===== config.mk =====
export PLATFORM = sky130hd
export DESIGN_NAME = psl_status_led
export DESIGN_NICKNAME = d
export VERILOG_FILES = /design/src/rtl/psl_pkg.sv /design/src/rtl/psl_status_led.sv
export SDC_FILE = /design/constraint.sdc
export NUM_CORES = 1
export LEC_CHECK = 0
export BUFFER_PORTS_ARGS = -buffer_cell sky130_fd_sc_hd__buf_2
export CAP_MARGIN = 20
export CORE_AREA = 2 2 152 154
export DETAILED_ROUTE_END_ITERATION = 8
export DIE_AREA = 0 0 154 156
export GPL_ROUTABILITY_DRIVEN = 1
export PLACE_DENSITY = 0.81
export SLEW_MARGIN = 15
export SYNTH_ARGS = -nofsm -noshare
export SYNTH_HDL_FRONTEND = slang
export SYNTH_SLANG_ARGS = --single-unit

===== constraint.sdc =====
create_clock -name aclk -period 2 [get_ports aclk]
set_input_delay 0.2 -clock aclk [delete_from_list [all_inputs] [get_ports aclk]]
set_output_delay 0.2 -clock aclk [all_outputs]
set_load 0.1 [all_outputs]

===== src/rtl/psl_pkg.sv =====
/*
 * Shared constants and types for the power status and LED indicator block.
 * Assumes a single clock domain and an AXI4-Lite master with 32-bit data.
 */
package psl_pkg;

   // ****************************************************************
   // Timing
   // ****************************************************************
   localparam int CLK_HZ = 50_000_000;
   localparam int BLINK_PERIOD_MS = 1000;
   localparam int DUTY_SLOTS = 10;
   localparam logic [3:0] LAST_SLOT = 4'h9;

   // ****************************************************************
   // Register map (byte addresses) and fields
   // ****************************************************************
   localparam logic [7:0] ADDR_CTRL = 8'h00;
   localparam logic [7:0] ADDR_DELAY = 8'h04;
   localparam logic [7:0] ADDR_STATUS = 8'h08;
   localparam int CTRL_HOST_SD = 0;
   localparam int CTRL_MOMENTARY = 1;
   localparam int CTRL_ACT_LOW = 2;
   localparam logic [2:0] CTRL_RESET = 3'h0;
   localparam logic [31:0] DELAY_RESET = 32'h0000_0000;
   localparam logic [1:0] RESP_OKAY = 2'h0;
   localparam logic [1:0] RESP_SLVERR = 2'h2;

   // ****************************************************************
   // LED colour words, laid out 00.RR.GG.BB, 0x00..0x3F per colour
   // ****************************************************************
   typedef logic [31:0] psl_rgb_t;
   localparam psl_rgb_t RGB_OFF = 32'h0000_0000;
   localparam psl_rgb_t RGB_RED = 32'h001F_0000;
   localparam psl_rgb_t RGB_GREEN = 32'h0000_0F00;
   localparam psl_rgb_t RGB_BLUE = 32'h0000_000F;
   localparam psl_rgb_t RGB_YELLOW = 32'h000C_0500;
   localparam psl_rgb_t RGB_ORANGE = 32'h0018_0200;

   // ****************************************************************
   // Types
   // ****************************************************************
   typedef enum logic [1:0] {
      ST_OFF,
      ST_STARTUP,
      ST_ON,
      ST_SHUTDOWN
   } psl_state_e;

   // Conditions reported by the board monitors, synchronised as a group
   typedef struct packed {
      logic wake;
      logic remote;
      logic main_ok;
      logic backup_low;
      logic vin_high;
      logic vin_low;
      logic temp_high;
      logic temp_low;
      logic cap_full;
      logic alarm;
      logic out_in_range;
      logic out_cal_fail;
      logic out_calib_ok;
   } psl_cond_s;

endpackage


===== src/rtl/psl_status_led.sv =====
/*
 * Supply status output, primary output sequencing and three status LEDs
 * (mirrored onto three off-board LEDs), with an AXI4-Lite register slave.
 * Assumes monitor inputs are asynchronous levels; aclk runs at 50 MHz.
 */
module psl_status_led
   import psl_pkg::*;
#(
   parameter int TENTH_CYC = CLK_HZ / 1000 * BLINK_PERIOD_MS / DUTY_SLOTS
) (
   input wire logic aclk,
   input wire logic aresetn,
   input wire logic s_axi_awvalid,
   output logic s_axi_awready,
   input wire logic [7:0] s_axi_awaddr,
   input wire logic s_axi_wvalid,
   output logic s_axi_wready,
   input wire logic [31:0] s_axi_wdata,
   input wire logic [3:0] s_axi_wstrb,
   output logic s_axi_bvalid,
   input wire logic s_axi_bready,
   output logic [1:0] s_axi_bresp,
   input wire logic s_axi_arvalid,
   output logic s_axi_arready,
   input wire logic [7:0] s_axi_araddr,
   output logic s_axi_rvalid,
   input wire logic s_axi_rready,
   output logic [31:0] s_axi_rdata,
   output logic [1:0] s_axi_rresp,
   input wire logic wake_input,
   input wire logic remote_in,
   input wire logic main_power_ok,
   input wire logic backup_low,
   input wire logic vin_high,
   input wire logic vin_low,
   input wire logic temp_high,
   input wire logic temp_low,
   input wire logic cap_full,
   input wire logic alarm,
   input wire logic out_in_range,
   input wire logic out_cal_fail,
   input wire logic out_calib_ok,
   output logic primary_output,
   output logic stat_o,
   output logic stat_oe,
   output logic hibernate_ok,
   output psl_rgb_t board_led_one,
   output psl_rgb_t board_led_two,
   output psl_rgb_t board_led_three,
   output psl_rgb_t offboard_led_four,
   output psl_rgb_t offboard_led_five,
   output psl_rgb_t offboard_led_six
);

   // ****************************************************************
   // Input synchroniser
   // ****************************************************************
   psl_cond_s raw;
   psl_cond_s sync1_r;
   psl_cond_s cond;

   assign raw = '{wake_input, remote_in, main_power_ok, backup_low,
      vin_high, vin_low, temp_high, temp_low, cap_full, alarm,
      out_in_range, out_cal_fail, out_calib_ok};

   // Two stages; the first stage feeds only the second
   always_ff @(posedge aclk) begin
      if (!aresetn) begin
         sync1_r <= '0;
         cond <= '0;
      end else begin
         sync1_r <= raw;
         cond <= sync1_r;
      end
   end

   // ****************************************************************
   // Register file and AXI4-Lite slave
   // ****************************************************************
   logic [2:0] ctrl_r, ctrl_nxt;
   logic [31:0] delay_r, delay_nxt;
   logic aw_held_r, aw_held_nxt, w_held_r, w_held_nxt;
   logic [7:0] awaddr_r, awaddr_nxt;
   logic [31:0] wdata_r, wdata_nxt;
   logic [3:0] wstrb_r, wstrb_nxt;
   logic bvalid_r, bvalid_nxt, rvalid_r, rvalid_nxt;
   logic [1:0] bresp_r, bresp_nxt, rresp_r, rresp_nxt;
   logic [31:0] rdata_r, rdata_nxt, status_word;
   psl_state_e state_r, state_nxt;
   logic pending, remote_on_r, stat_hold_r;

   assign s_axi_awready = !aw_held_r && !bvalid_r;
   assign s_axi_wready = !w_held_r && !bvalid_r;
   assign s_axi_arready = !rvalid_r;
   assign s_axi_bvalid = bvalid_r;
   assign s_axi_bresp = bresp_r;
   assign s_axi_rvalid = rvalid_r;
   assign s_axi_rdata = rdata_r;
   assign s_axi_rresp = rresp_r;

   // Live state for software; synchronised monitors included to ease bring-up
   assign status_word = {13'h0, pending, stat_hold_r, remote_on_r,
      primary_output, state_r, 13'(cond)};

   // Address and data may arrive in either order; answer once both held
   always_comb begin
      aw_held_nxt = aw_held_r;
      w_held_nxt = w_held_r;
      awaddr_nxt = awaddr_r;
      wdata_nxt = wdata_r;
      wstrb_nxt = wstrb_r;
      bvalid_nxt = bvalid_r;
      bresp_nxt = bresp_r;
      ctrl_nxt = ctrl_r;
      delay_nxt = delay_r;
      rvalid_nxt = rvalid_r;
      rdata_nxt = rdata_r;
      rresp_nxt = rresp_r;
      if (s_axi_awvalid && s_axi_awready) begin
         aw_held_nxt = 1'b1;
         awaddr_nxt = s_axi_awaddr;
      end
      if (s_axi_wvalid && s_axi_wready) begin
         w_held_nxt = 1'b1;
         wdata_nxt = s_axi_wdata;
         wstrb_nxt = s_axi_wstrb;
      end
      if (aw_held_r && w_held_r) begin
         aw_held_nxt = 1'b0;
         w_held_nxt = 1'b0;
         bvalid_nxt = 1'b1;
         bresp_nxt = RESP_OKAY;
         case (awaddr_r)
            ADDR_CTRL: begin
               if (wstrb_r[0]) begin
                  ctrl_nxt = wdata_r[2:0];
               end
            end
            ADDR_DELAY: begin
               for (int b = 0; b < 4; b++) begin
                  if (wstrb_r[b]) begin
                     delay_nxt[b*8 +: 8] = wdata_r[b*8 +: 8];
                  end
               end
            end
            ADDR_STATUS: ;
            default: bresp_nxt = RESP_SLVERR;
         endcase
      end
      if (bvalid_r && s_axi_bready) begin
         bvalid_nxt = 1'b0;
      end
      if (s_axi_arvalid && s_axi_arready) begin
         rvalid_nxt = 1'b1;
         rresp_nxt = RESP_OKAY;
         case (s_axi_araddr)
            ADDR_CTRL: rdata_nxt = {29'h0, ctrl_r};
            ADDR_DELAY: rdata_nxt = delay_r;
            ADDR_STATUS: rdata_nxt = status_word;
            default: begin
               rdata_nxt = 32'h0000_0000;
               rresp_nxt = RESP_SLVERR;
            end
         endcase
      end else if (rvalid_r && s_axi_rready) begin
         rvalid_nxt = 1'b0;
      end
   end

   always_ff @(posedge aclk) begin
      if (!aresetn) begin
         aw_held_r <= 1'b0;
         w_held_r <= 1'b0;
         awaddr_r <= 8'h00;
         wdata_r <= 32'h0000_0000;
         wstrb_r <= 4'h0;
         bvalid_r <= 1'b0;
         bresp_r <= RESP_OKAY;
         ctrl_r <= CTRL_RESET;
         delay_r <= DELAY_RESET;
         rvalid_r <= 1'b0;
         rdata_r <= 32'h0000_0000;
         rresp_r <= RESP_OKAY;
      end else begin
         aw_held_r <= aw_held_nxt;
         w_held_r <= w_held_nxt;
         awaddr_r <= awaddr_nxt;
         wdata_r <= wdata_nxt;
         wstrb_r <= wstrb_nxt;
         bvalid_r <= bvalid_nxt;
         bresp_r <= bresp_nxt;
         ctrl_r <= ctrl_nxt;
         delay_r <= delay_nxt;
         rvalid_r <= rvalid_nxt;
         rdata_r <= rdata_nxt;
         rresp_r <= rresp_nxt;
      end
   end

   // ****************************************************************
   // Blink timebase: ten slots per one-second period
   // ****************************************************************
   logic [31:0] tenth_cnt_r, tenth_cnt_nxt;
   logic [3:0] slot_r, slot_nxt;
   logic tenth_tick, sec_tick;

   assign tenth_tick = (tenth_cnt_r == 32'(TENTH_CYC - 1));
   assign sec_tick = tenth_tick && (slot_r == LAST_SLOT);

   // One shared divider keeps every LED in phase
   always_comb begin
      tenth_cnt_nxt = tenth_tick ? 32'h0 : tenth_cnt_r + 32'h1;
      slot_nxt = slot_r;
      if (tenth_tick) begin
         slot_nxt = (slot_r == LAST_SLOT) ? 4'h0 : slot_r + 4'h1;
      end
   end

   always_ff @(posedge aclk) begin
      if (!aresetn) begin
         tenth_cnt_r <= 32'h0;
         slot_r <= 4'h0;
      end else begin
         tenth_cnt_r <= tenth_cnt_nxt;
         slot_r <= slot_nxt;
      end
   end

   // ****************************************************************
   // Remote input, shutdown pending and output sequencing
   // ****************************************************************
   logic rem_act, rem_prev_r, remote_on_nxt, stat_hold_nxt;
   logic [15:0] sec_left_r, sec_left_nxt;

   assign rem_act = cond.remote ^ ctrl_r[CTRL_ACT_LOW];
   assign pending = !cond.main_ok || ctrl_r[CTRL_HOST_SD] || !remote_on_r
      || cond.backup_low;
   assign primary_output = (state_r == ST_ON) || (state_r == ST_SHUTDOWN);
   // Open drain: only ever drives low
   assign stat_o = 1'b0;
   assign stat_oe = (state_r == ST_ON) && !pending
      && !stat_hold_r;
   // Wake held high keeps the controller awake
   assign hibernate_ok = (state_r == ST_OFF) && !cond.main_ok
      && !cond.wake;

   always_comb begin
      // Momentary contacts toggle on each press, maintained follow level
      remote_on_nxt = remote_on_r;
      if (ctrl_r[CTRL_MOMENTARY]) begin
         if (rem_act && !rem_prev_r) begin
            remote_on_nxt = !remote_on_r;
         end
      end else begin
         remote_on_nxt = rem_act;
      end
      state_nxt = state_r;
      sec_left_nxt = sec_left_r;
      stat_hold_nxt = stat_hold_r;
      if (pending) begin
         stat_hold_nxt = 1'b1;
      end
      case (state_r)
         ST_OFF: begin
            if (!pending) begin
               state_nxt = ST_STARTUP;
               sec_left_nxt = delay_r[15:0];
            end
         end
         ST_STARTUP: begin
            if (pending) begin
               state_nxt = ST_OFF;
            end else if (sec_left_r == 16'h0) begin
               state_nxt = ST_ON;
               stat_hold_nxt = 1'b0;
            end else if (sec_tick) begin
               sec_left_nxt = sec_left_r - 16'h1;
            end
         end
         ST_ON: begin
            if (pending) begin
               state_nxt = ST_SHUTDOWN;
               sec_left_nxt = delay_r[31:16];
            end
         end
         ST_SHUTDOWN: begin
            // Committed: a cleared cause does not cancel the power-down
            if (sec_left_r == 16'h0) begin
               state_nxt = ST_OFF;
            end else if (sec_tick) begin
               sec_left_nxt = sec_left_r - 16'h1;
            end
         end
         default: state_nxt = ST_OFF;
      endcase
   end

   always_ff @(posedge aclk) begin
      if (!aresetn) begin
         rem_prev_r <= 1'b0;
         remote_on_r <= 1'b0;
         state_r <= ST_OFF;
         sec_left_r <= 16'h0;
         stat_hold_r <= 1'b1;
      end else begin
         rem_prev_r <= rem_act;
         remote_on_r <= remote_on_nxt;
         state_r <= state_nxt;
         sec_left_r <= sec_left_nxt;
         stat_hold_r <= stat_hold_nxt;
      end
   end

   // ****************************************************************
   // LED colour selection, registered; off-board LEDs mirror on-board
   // ****************************************************************
   psl_rgb_t led_in_r, led_in_nxt, led_bd_r, led_bd_nxt;
   psl_rgb_t led_out_r, led_out_nxt, v_col, t_col, cap_col;
   logic first_slot;

   assign first_slot = (slot_r == 4'h0);
   assign board_led_one = led_in_r;
   assign board_led_two = led_bd_r;
   assign board_led_three = led_out_r;
   assign offboard_led_four = led_in_r;
   assign offboard_led_five = led_bd_r;
   assign offboard_led_six = led_out_r;

   // Slot 0 is the 10 percent phase, slots 1..9 the 90 percent phase
   always_comb begin
      cap_col = cond.cap_full ? RGB_GREEN : RGB_YELLOW;
      if (first_slot) begin
         led_bd_nxt = cap_col;
      end else begin
         led_bd_nxt = cond.alarm ? RGB_RED : RGB_OFF;
      end
      v_col = cond.vin_high ? RGB_RED : (cond.vin_low ? RGB_BLUE : RGB_OFF);
      t_col = cond.temp_high ? RGB_RED
         : (cond.temp_low ? RGB_BLUE : RGB_OFF);
      if (cond.vin_high && cond.temp_high) begin
         led_in_nxt = RGB_RED;
      end else if (v_col == RGB_OFF && t_col == RGB_OFF) begin
         led_in_nxt = RGB_GREEN;
      end else begin
         led_in_nxt = first_slot ? t_col : v_col;
      end
      // Delay patterns win over plain in-range status
      case (state_r)
         ST_STARTUP: led_out_nxt = first_slot ? RGB_GREEN
            : RGB_OFF;
         ST_SHUTDOWN, ST_ON: begin
            if (cond.out_in_range) begin
               if (state_r == ST_SHUTDOWN) begin
                  led_out_nxt = first_slot ? RGB_OFF
                     : RGB_GREEN;
               end else begin
                  led_out_nxt = RGB_GREEN;
               end
            end else if (cond.out_calib_ok && !cond.out_cal_fail) begin
               led_out_nxt = RGB_ORANGE;
            end else begin
               led_out_nxt = RGB_RED;
            end
         end
         default: led_out_nxt = RGB_OFF;
      endcase
   end

   always_ff @(posedge aclk) begin
      if (!aresetn) begin
         led_in_r <= RGB_OFF;
         led_bd_r <= RGB_OFF;
         led_out_r <= RGB_OFF;
      end else begin
         // Only package colours reach the words, each field within 0x3F
         led_in_r <= led_in_nxt;
         led_bd_r <= led_bd_nxt;
         led_out_r <= led_out_nxt;
      end
   end
endmodule // psl_status_led


---- Word-level counts from Yosys, hierarchy flattened ----
Index checks and enable logic that the tools add are counted.
Widths: inputs -> output; s select.
word-level totals
  bits in registers ....................... 298
  bits in latches ......................... 0
  memory bits (writable) .................. 0
  memory bits (read-only) ................. 0
  input port bits ......................... 72
  logic and storage cells ................. 168
  memories kept ........................... 0
cells by class
  add/sub/neg operators ................... 3
  multiply operators ...................... 0
  divide/modulo/power cells ............... 0
  magnitude comparators ................... 0
  equality and inequality tests ........... 15
  shift-type cells ........................ 0
  muxes and demuxes ....................... 40
  bitwise operators ....................... 2
  reductions and logical operators ........ 55
operators by type and width
  cell                   count
  $mux 21                7
  $pmux 32 s3            1
  $mux 16                5
  $logic_not 32->1       2
  $pmux 16 s4            1
  $pmux 32 s2            1
  $mux 12                3
  $add 32x1->32 const B  1
  $eq 32x23->1 const B   1
  $mux 32                1
  $mux 20                1
  $mux 19                1
  $reduce_and 3->1       6
  $logic_and 1x1->1      17
  $eq 8x3->1 const B     2
  $eq 8x4->1 const B     2
  $logic_not 16->1       1
  $logic_not 8->1        2
  $sub 16x1->16 const B  1
  $mux 2                 7
  $mux 4                 3
  $logic_not 1->1        11
  $reduce_or 2->1        5
  $reduce_or 3->1        3
  16 further kinds       30

---- Depth between registers and ports, before layout ----
  depth after elaboration ................. 8
  depth in mapped cells ................... 9
  mapped depth without buffers ............ 7

---- Least setup slack after synthesis ----
No wires, ideal clock.
  path type ............................... reg2out
  from .................................... reg state_r[0]
  to ...................................... out hibernate_ok
  arrival time ............................ 3755 ps
  data required time ...................... 1800 ps
  slack ................................... -1955 ps
  stages on the path, launching flop included .. 5
  path buffers ............................ 3
  cell sequence ........................... dfxtp_1 -> clkbuf_1 -> clkbuf_1 -> clkbuf_1 -> nor4_1
between the ends
  cells in the longest elaborated chain, start to end .. 3
RTL lines
  element                 line                   RTL
  start, declared         psl_status_led.sv:89   psl_state_e state_r, state_nxt;
  start signal, assigned  psl_status_led.sv:308  state_r <= state_nxt;
  $logic_not 2->1         psl_status_led.sv:244  assign hibernate_ok = (state_r == ST_OFF) && !cond.main_ok
  $logic_and 1x1->1       psl_status_led.sv:244
  $logic_and 1x1->1       psl_status_led.sv:245  && !cond.wake;
  end, declared           psl_status_led.sv:46   output logic hibernate_ok,
No other way between the ends.

---- Worst setup path in the final report ----
  from .................................... reg sec_left_r[1]
  to ...................................... reg sec_left_r[12]
between the ends
  cells in the longest elaborated chain, start to end .. 5
  elaborated cells between the ends (all ways) .. 6
RTL lines
  element                 line                                          RTL
  start, declared         psl_status_led.sv:233                         logic [15:0] sec_left_r, sec_left_nxt;
  start signal, assigned  psl_status_led.sv:309                         sec_left_r <= sec_left_nxt;
  $sub 16x1->16           psl_status_led.sv:277, psl_status_led.sv:291
  $mux 16                 psl_status_led.sv:276, psl_status_led.sv:290
  $mux 16 *               psl_status_led.sv:273                         end else if (sec_left_r == 16'h0) begin
  $mux 16                 psl_status_led.sv:271                         if (pending) begin
  $pmux 16 s4 *           psl_status_led.sv:263                         case (state_r)
Mark *: on every way between the ends. The rest lies on a longest branch, timed or not. The select of a mux whose other input is x is not followed.
A chain may end at the register's enable or synchronous reset.

==> out/results.md <==
| Quantity | Reported |
|:---|:---|
| Critical path endpoint category | register |
| Num ports | 309 |
| Antenna viol nets, final | 0 |
| Predominant post-synthesis flop cell | dfxtp_1 |
| Drt drc | 0 |
| Combinational share of power | 18.6% |
| Nets | 1505 |
| WL/cell | 16.0 um |
| Arrival time of the worst setup path | 2.41 ns |
| Unique cell type count in the Yosys netlist | 66 |
| Buffer type at the clock tree root | clkbuf_16 |
| Max Cap Violations | 0 |
| First-pass GRT wire length | 42300 um |
| GRT Resource Usage Total | 21.8% |
| Part of the power in registers | 39.9% |
| Layout Skew | 0.0256 ns |
| Required time of the critical path | 2.45 ns |
| CTS Buffer Depth | 3 |
| Number of antenna violations at the first check in global routing | 0 |
| Std-Cell Core Area | 22400 sq um |
| Gr busiest metal | met2 |
| Remaining global-route overflow | 0 |
| Cell with the largest stage delay on the worst path | or4_4 |
| WS Path Type | reg -> reg |
| Worst slew margin relative to its limit | 61.9% |
| CTS H-Tree Depth | 1 |
| Final weighted congestion in routability-driven placement | 0.927 |
| PwrDens | 866 nW/um^2 |
| Placement Setup Slack | -0.154 ns |
| Clock insertion delay at the later pin of the skew report | 0.52 ns |
| Peak per-stage delay on the critical path | 0.50 ns |
| Pins Over Slew Limit | 0 |
| Met1 Track Usage GR | 27.0% |
| Post-synthesis cell area | 10300 sq um |
| Share of the synthesized area in the top cell type | 41.0% |
| Total clock sinks | 211 |
| Cell-by-cell listing of the critical path | inv_1 > ha_4 > nor4b_4 > nand4_1 > nand4bb_4 > buf_6 > or4_4 > o221ai_2 |
| Height of the die | 156 um |
| Yosys warning count | 0 |
| Sequential share of the synthesized area | 41.0% |
| Global Route met3 Usage | 3.36% |
| Worst setup margin | 0.0368 ns |
| Switching Power | 3.56 mW |
| Final std cell area, no fill | 12700 sq um |
| Most area-consuming cells after synthesis | dfxtp_1, buf_4, nand2_1, mux2i_1, nor2_1 |
| 1st-iter DRT viols | 706 |
| Final Setup Violations | 0 |
| Post-route fraction of the period consumed by the critical path | 98.2% |
| Most common library cell in the layout ignoring fill and taps | dfxtp_1 |
| CTS buffer count | 23 |
| Cell taking the most area after synthesis | dfxtp_1 |
| Layout cells sized above 1 | 24.4% |
| FMAX | 509 MHz |
| Kind of launch point of the worst setup path | register |
| Worst Max-Slew Pin Slew | 0.557 ns |
| Pin count of the biggest net entering global routing | 63 |
| Type of the worst min-delay path | in -> reg |
| Die footprint | 24000 sq um |
| Count of flip-flops with a built-in enable after synthesis | 0 |
| Setup slack of the worst register-to-register path | 0.04 ns |
| Number of global-route vias before repair | 8102 |
| Count of antenna diodes in the layout | 0 |
| RSZ-0062 raised after global routing | true |
| Highest net fanout along the worst path | 7 |
| Clock transition at path regs | 0.06 ns |
| Top library cells by usage in the layout, fill and taps aside | dfxtp_1, buf_2, nand2_1 |
| Status | complete, no violations |
| Met2 track demand over resource | 37.8% |
| Tmin final | 1.96 ns |
| Area growth, synth to finish | 23.3% |
| Die W | 154 um |
| Standby leakage power | 5.70 nW |
| Total wire length after detailed routing | 27800 um |
| First-pass DRT Iterations | 5 |
| Clock tree from TritonCTS | built |
| Worst-case vdd ir drop | 0.579 mV |
| Per-instance average area after synthesis | 8.50 sq um |
| Share of total power in the clock network | 41.6% |
| Count of mapped cells out of synthesis | 1213 |
| Vias per inst | 5.18 |
| Final hold violations | 0 |
| Count of state elements after synthesis | 211 |
| Internal power contribution | 7.44 mW |
| Final HPWL from detailed placement | 19100 um |
| Final-layout fill cell count | 1869 |
| Starting density of the core | 46.1% |
| PortBufs | 175 |
| Share of flip-flops with an asynchronous set or reset | 0% |
| Placed Instance Area | 11100 sq um |
| Sw Ratio | 32.4% |
| Number of vias after detailed routing | 8985 |
| Number of standard-cell rows in the floorplan | 55 |
[critical path: cells and delay by family (launching register included)]
kind	cells	cell delay, ns
AOI/OAI and AO/OA	1	0.07
adders and majority gates	1	0.18
buffers and inverters	2	0.26
DFF	1	0.36
and+or+nand+nor	4	1.03
[Yosys cell counts, types with 6 or more instances]
cell	n
nor2_1	107
mux2i_1	49
buf_4	187
mux2_2	10
nand2b_1	10
nor2b_1	6
o21ai_0	27
xnor2_1	28
nand4_1	9
and3_1	7
buf_2	7
a22oi_1	24
nand2_1	160
inv_1	15
nor3_1	26
clkbuf_1	49
and4_1	6
nor4_1	14
o31a_1	6
and2_1	53
nand3_1	33
dfxtp_1	211
a21oi_1	77
[worst paths after layout]
kind,cells after the start,start,to
max,8,sec_left_r[1]$_SDFFE_PN0P_,sec_left_r[12]$_SDFFE_PN0P_
min,3,s_axi_araddr[6],s_axi_rresp[1]$_SDFFE_PN0P_
max reg2reg,8,sec_left_r[1]$_SDFFE_PN0P_,sec_left_r[12]$_SDFFE_PN0P_
min reg2reg,1,sync1_r[11]$_SDFF_PN0_,cond[11]$_SDFF_PN0_
[repair_timing]
action                     in CTS  in global routing
pin swaps                       2                 12
setup buffers                   0                  3
hold buffers                   59                  0
hold endpoints to repair       59                  0
setup endpoints to repair      18                 49
gates cloned                    0                  1
gates resized for setup         9                 32
[per-layer routing]
metal  vias to the layer above  wire length (um)
met5                         -                 0
met4                         0              1040
met3                        74              1840
met2                       424             13700
met1                      4265             11300
li1                       4222                 -
[cell type report]
type / instances / area [sq um] / area share, %
Clock buffer: 30 / 622 / 4.89
Clock inverter: 12 / 191 / 1.51
Inverter: 15 / 56.3 / 0.443
Multi-Input combinational cell: 869 / 5070 / 39.9
Sequential cell: 211 / 4240 / 33.3
Tap cell: 285 / 357 / 2.81
Timing Repair Buffer: 311 / 2170 / 17.1
[stage by stage]
step                hold WS, ns  power, mW  util [%]  setup TNS, ns  cells
floorplan                 0.327       6.41         -         -0.172   1345
global placement          0.411       6.39      49.5         -0.998   1628
detailed placement        0.412       6.41      49.5         -0.988   1628
CTS                       0.121       11.0      56.1       -0.00580   1729
global route              0.167       11.3      56.8         -0.193   1733
finish                    0.129       11.0      56.8              0   1733
[sequential cells by signal, indices dropped and copies added (netlist names), 3 cells and up, named ones only]
signal and count:
cond 13, board_led_two 4, s_axi_rdata 32, delay_r 32
sec_left_r 16, wdata_r 32, board_led_one 3, board_led_three 4
sync1_r 13, tenth_cnt_r 32, wstrb_r 4, slot_r 4
ctrl_r 3, awaddr_r 8
[power groups by stage]
stage / combinational (mW) / sequential [mW] / clock (mW)
2_1_floorplan: 1.88 / 4.53 / 0
3_3_place_gp: 1.92 / 4.47 / 0
3_5_place_dp: 1.93 / 4.48 / 0
4_1_cts: 2.03 / 4.38 / 4.62
5_1_grt: 2.12 / 4.40 / 4.82
6_report: 2.04 / 4.39 / 4.58
[cell families after synthesis]
logic type | count (synthesis) | synth area share, %
multiplexers | 59 | 5.85
adder cells (fa/ha/maj) | 2 | 0.243
flip-flops | 211 | 41.0
XOR/XNOR | 33 | 2.80
AO/OA/AOI/OAI | 167 | 9.85
other | 1 | 0.0364
AND/OR/NAND/NOR | 474 | 23.3
buffers and inverters | 266 | 16.9
Note: power is estimated with default switching activity, not from simulation.
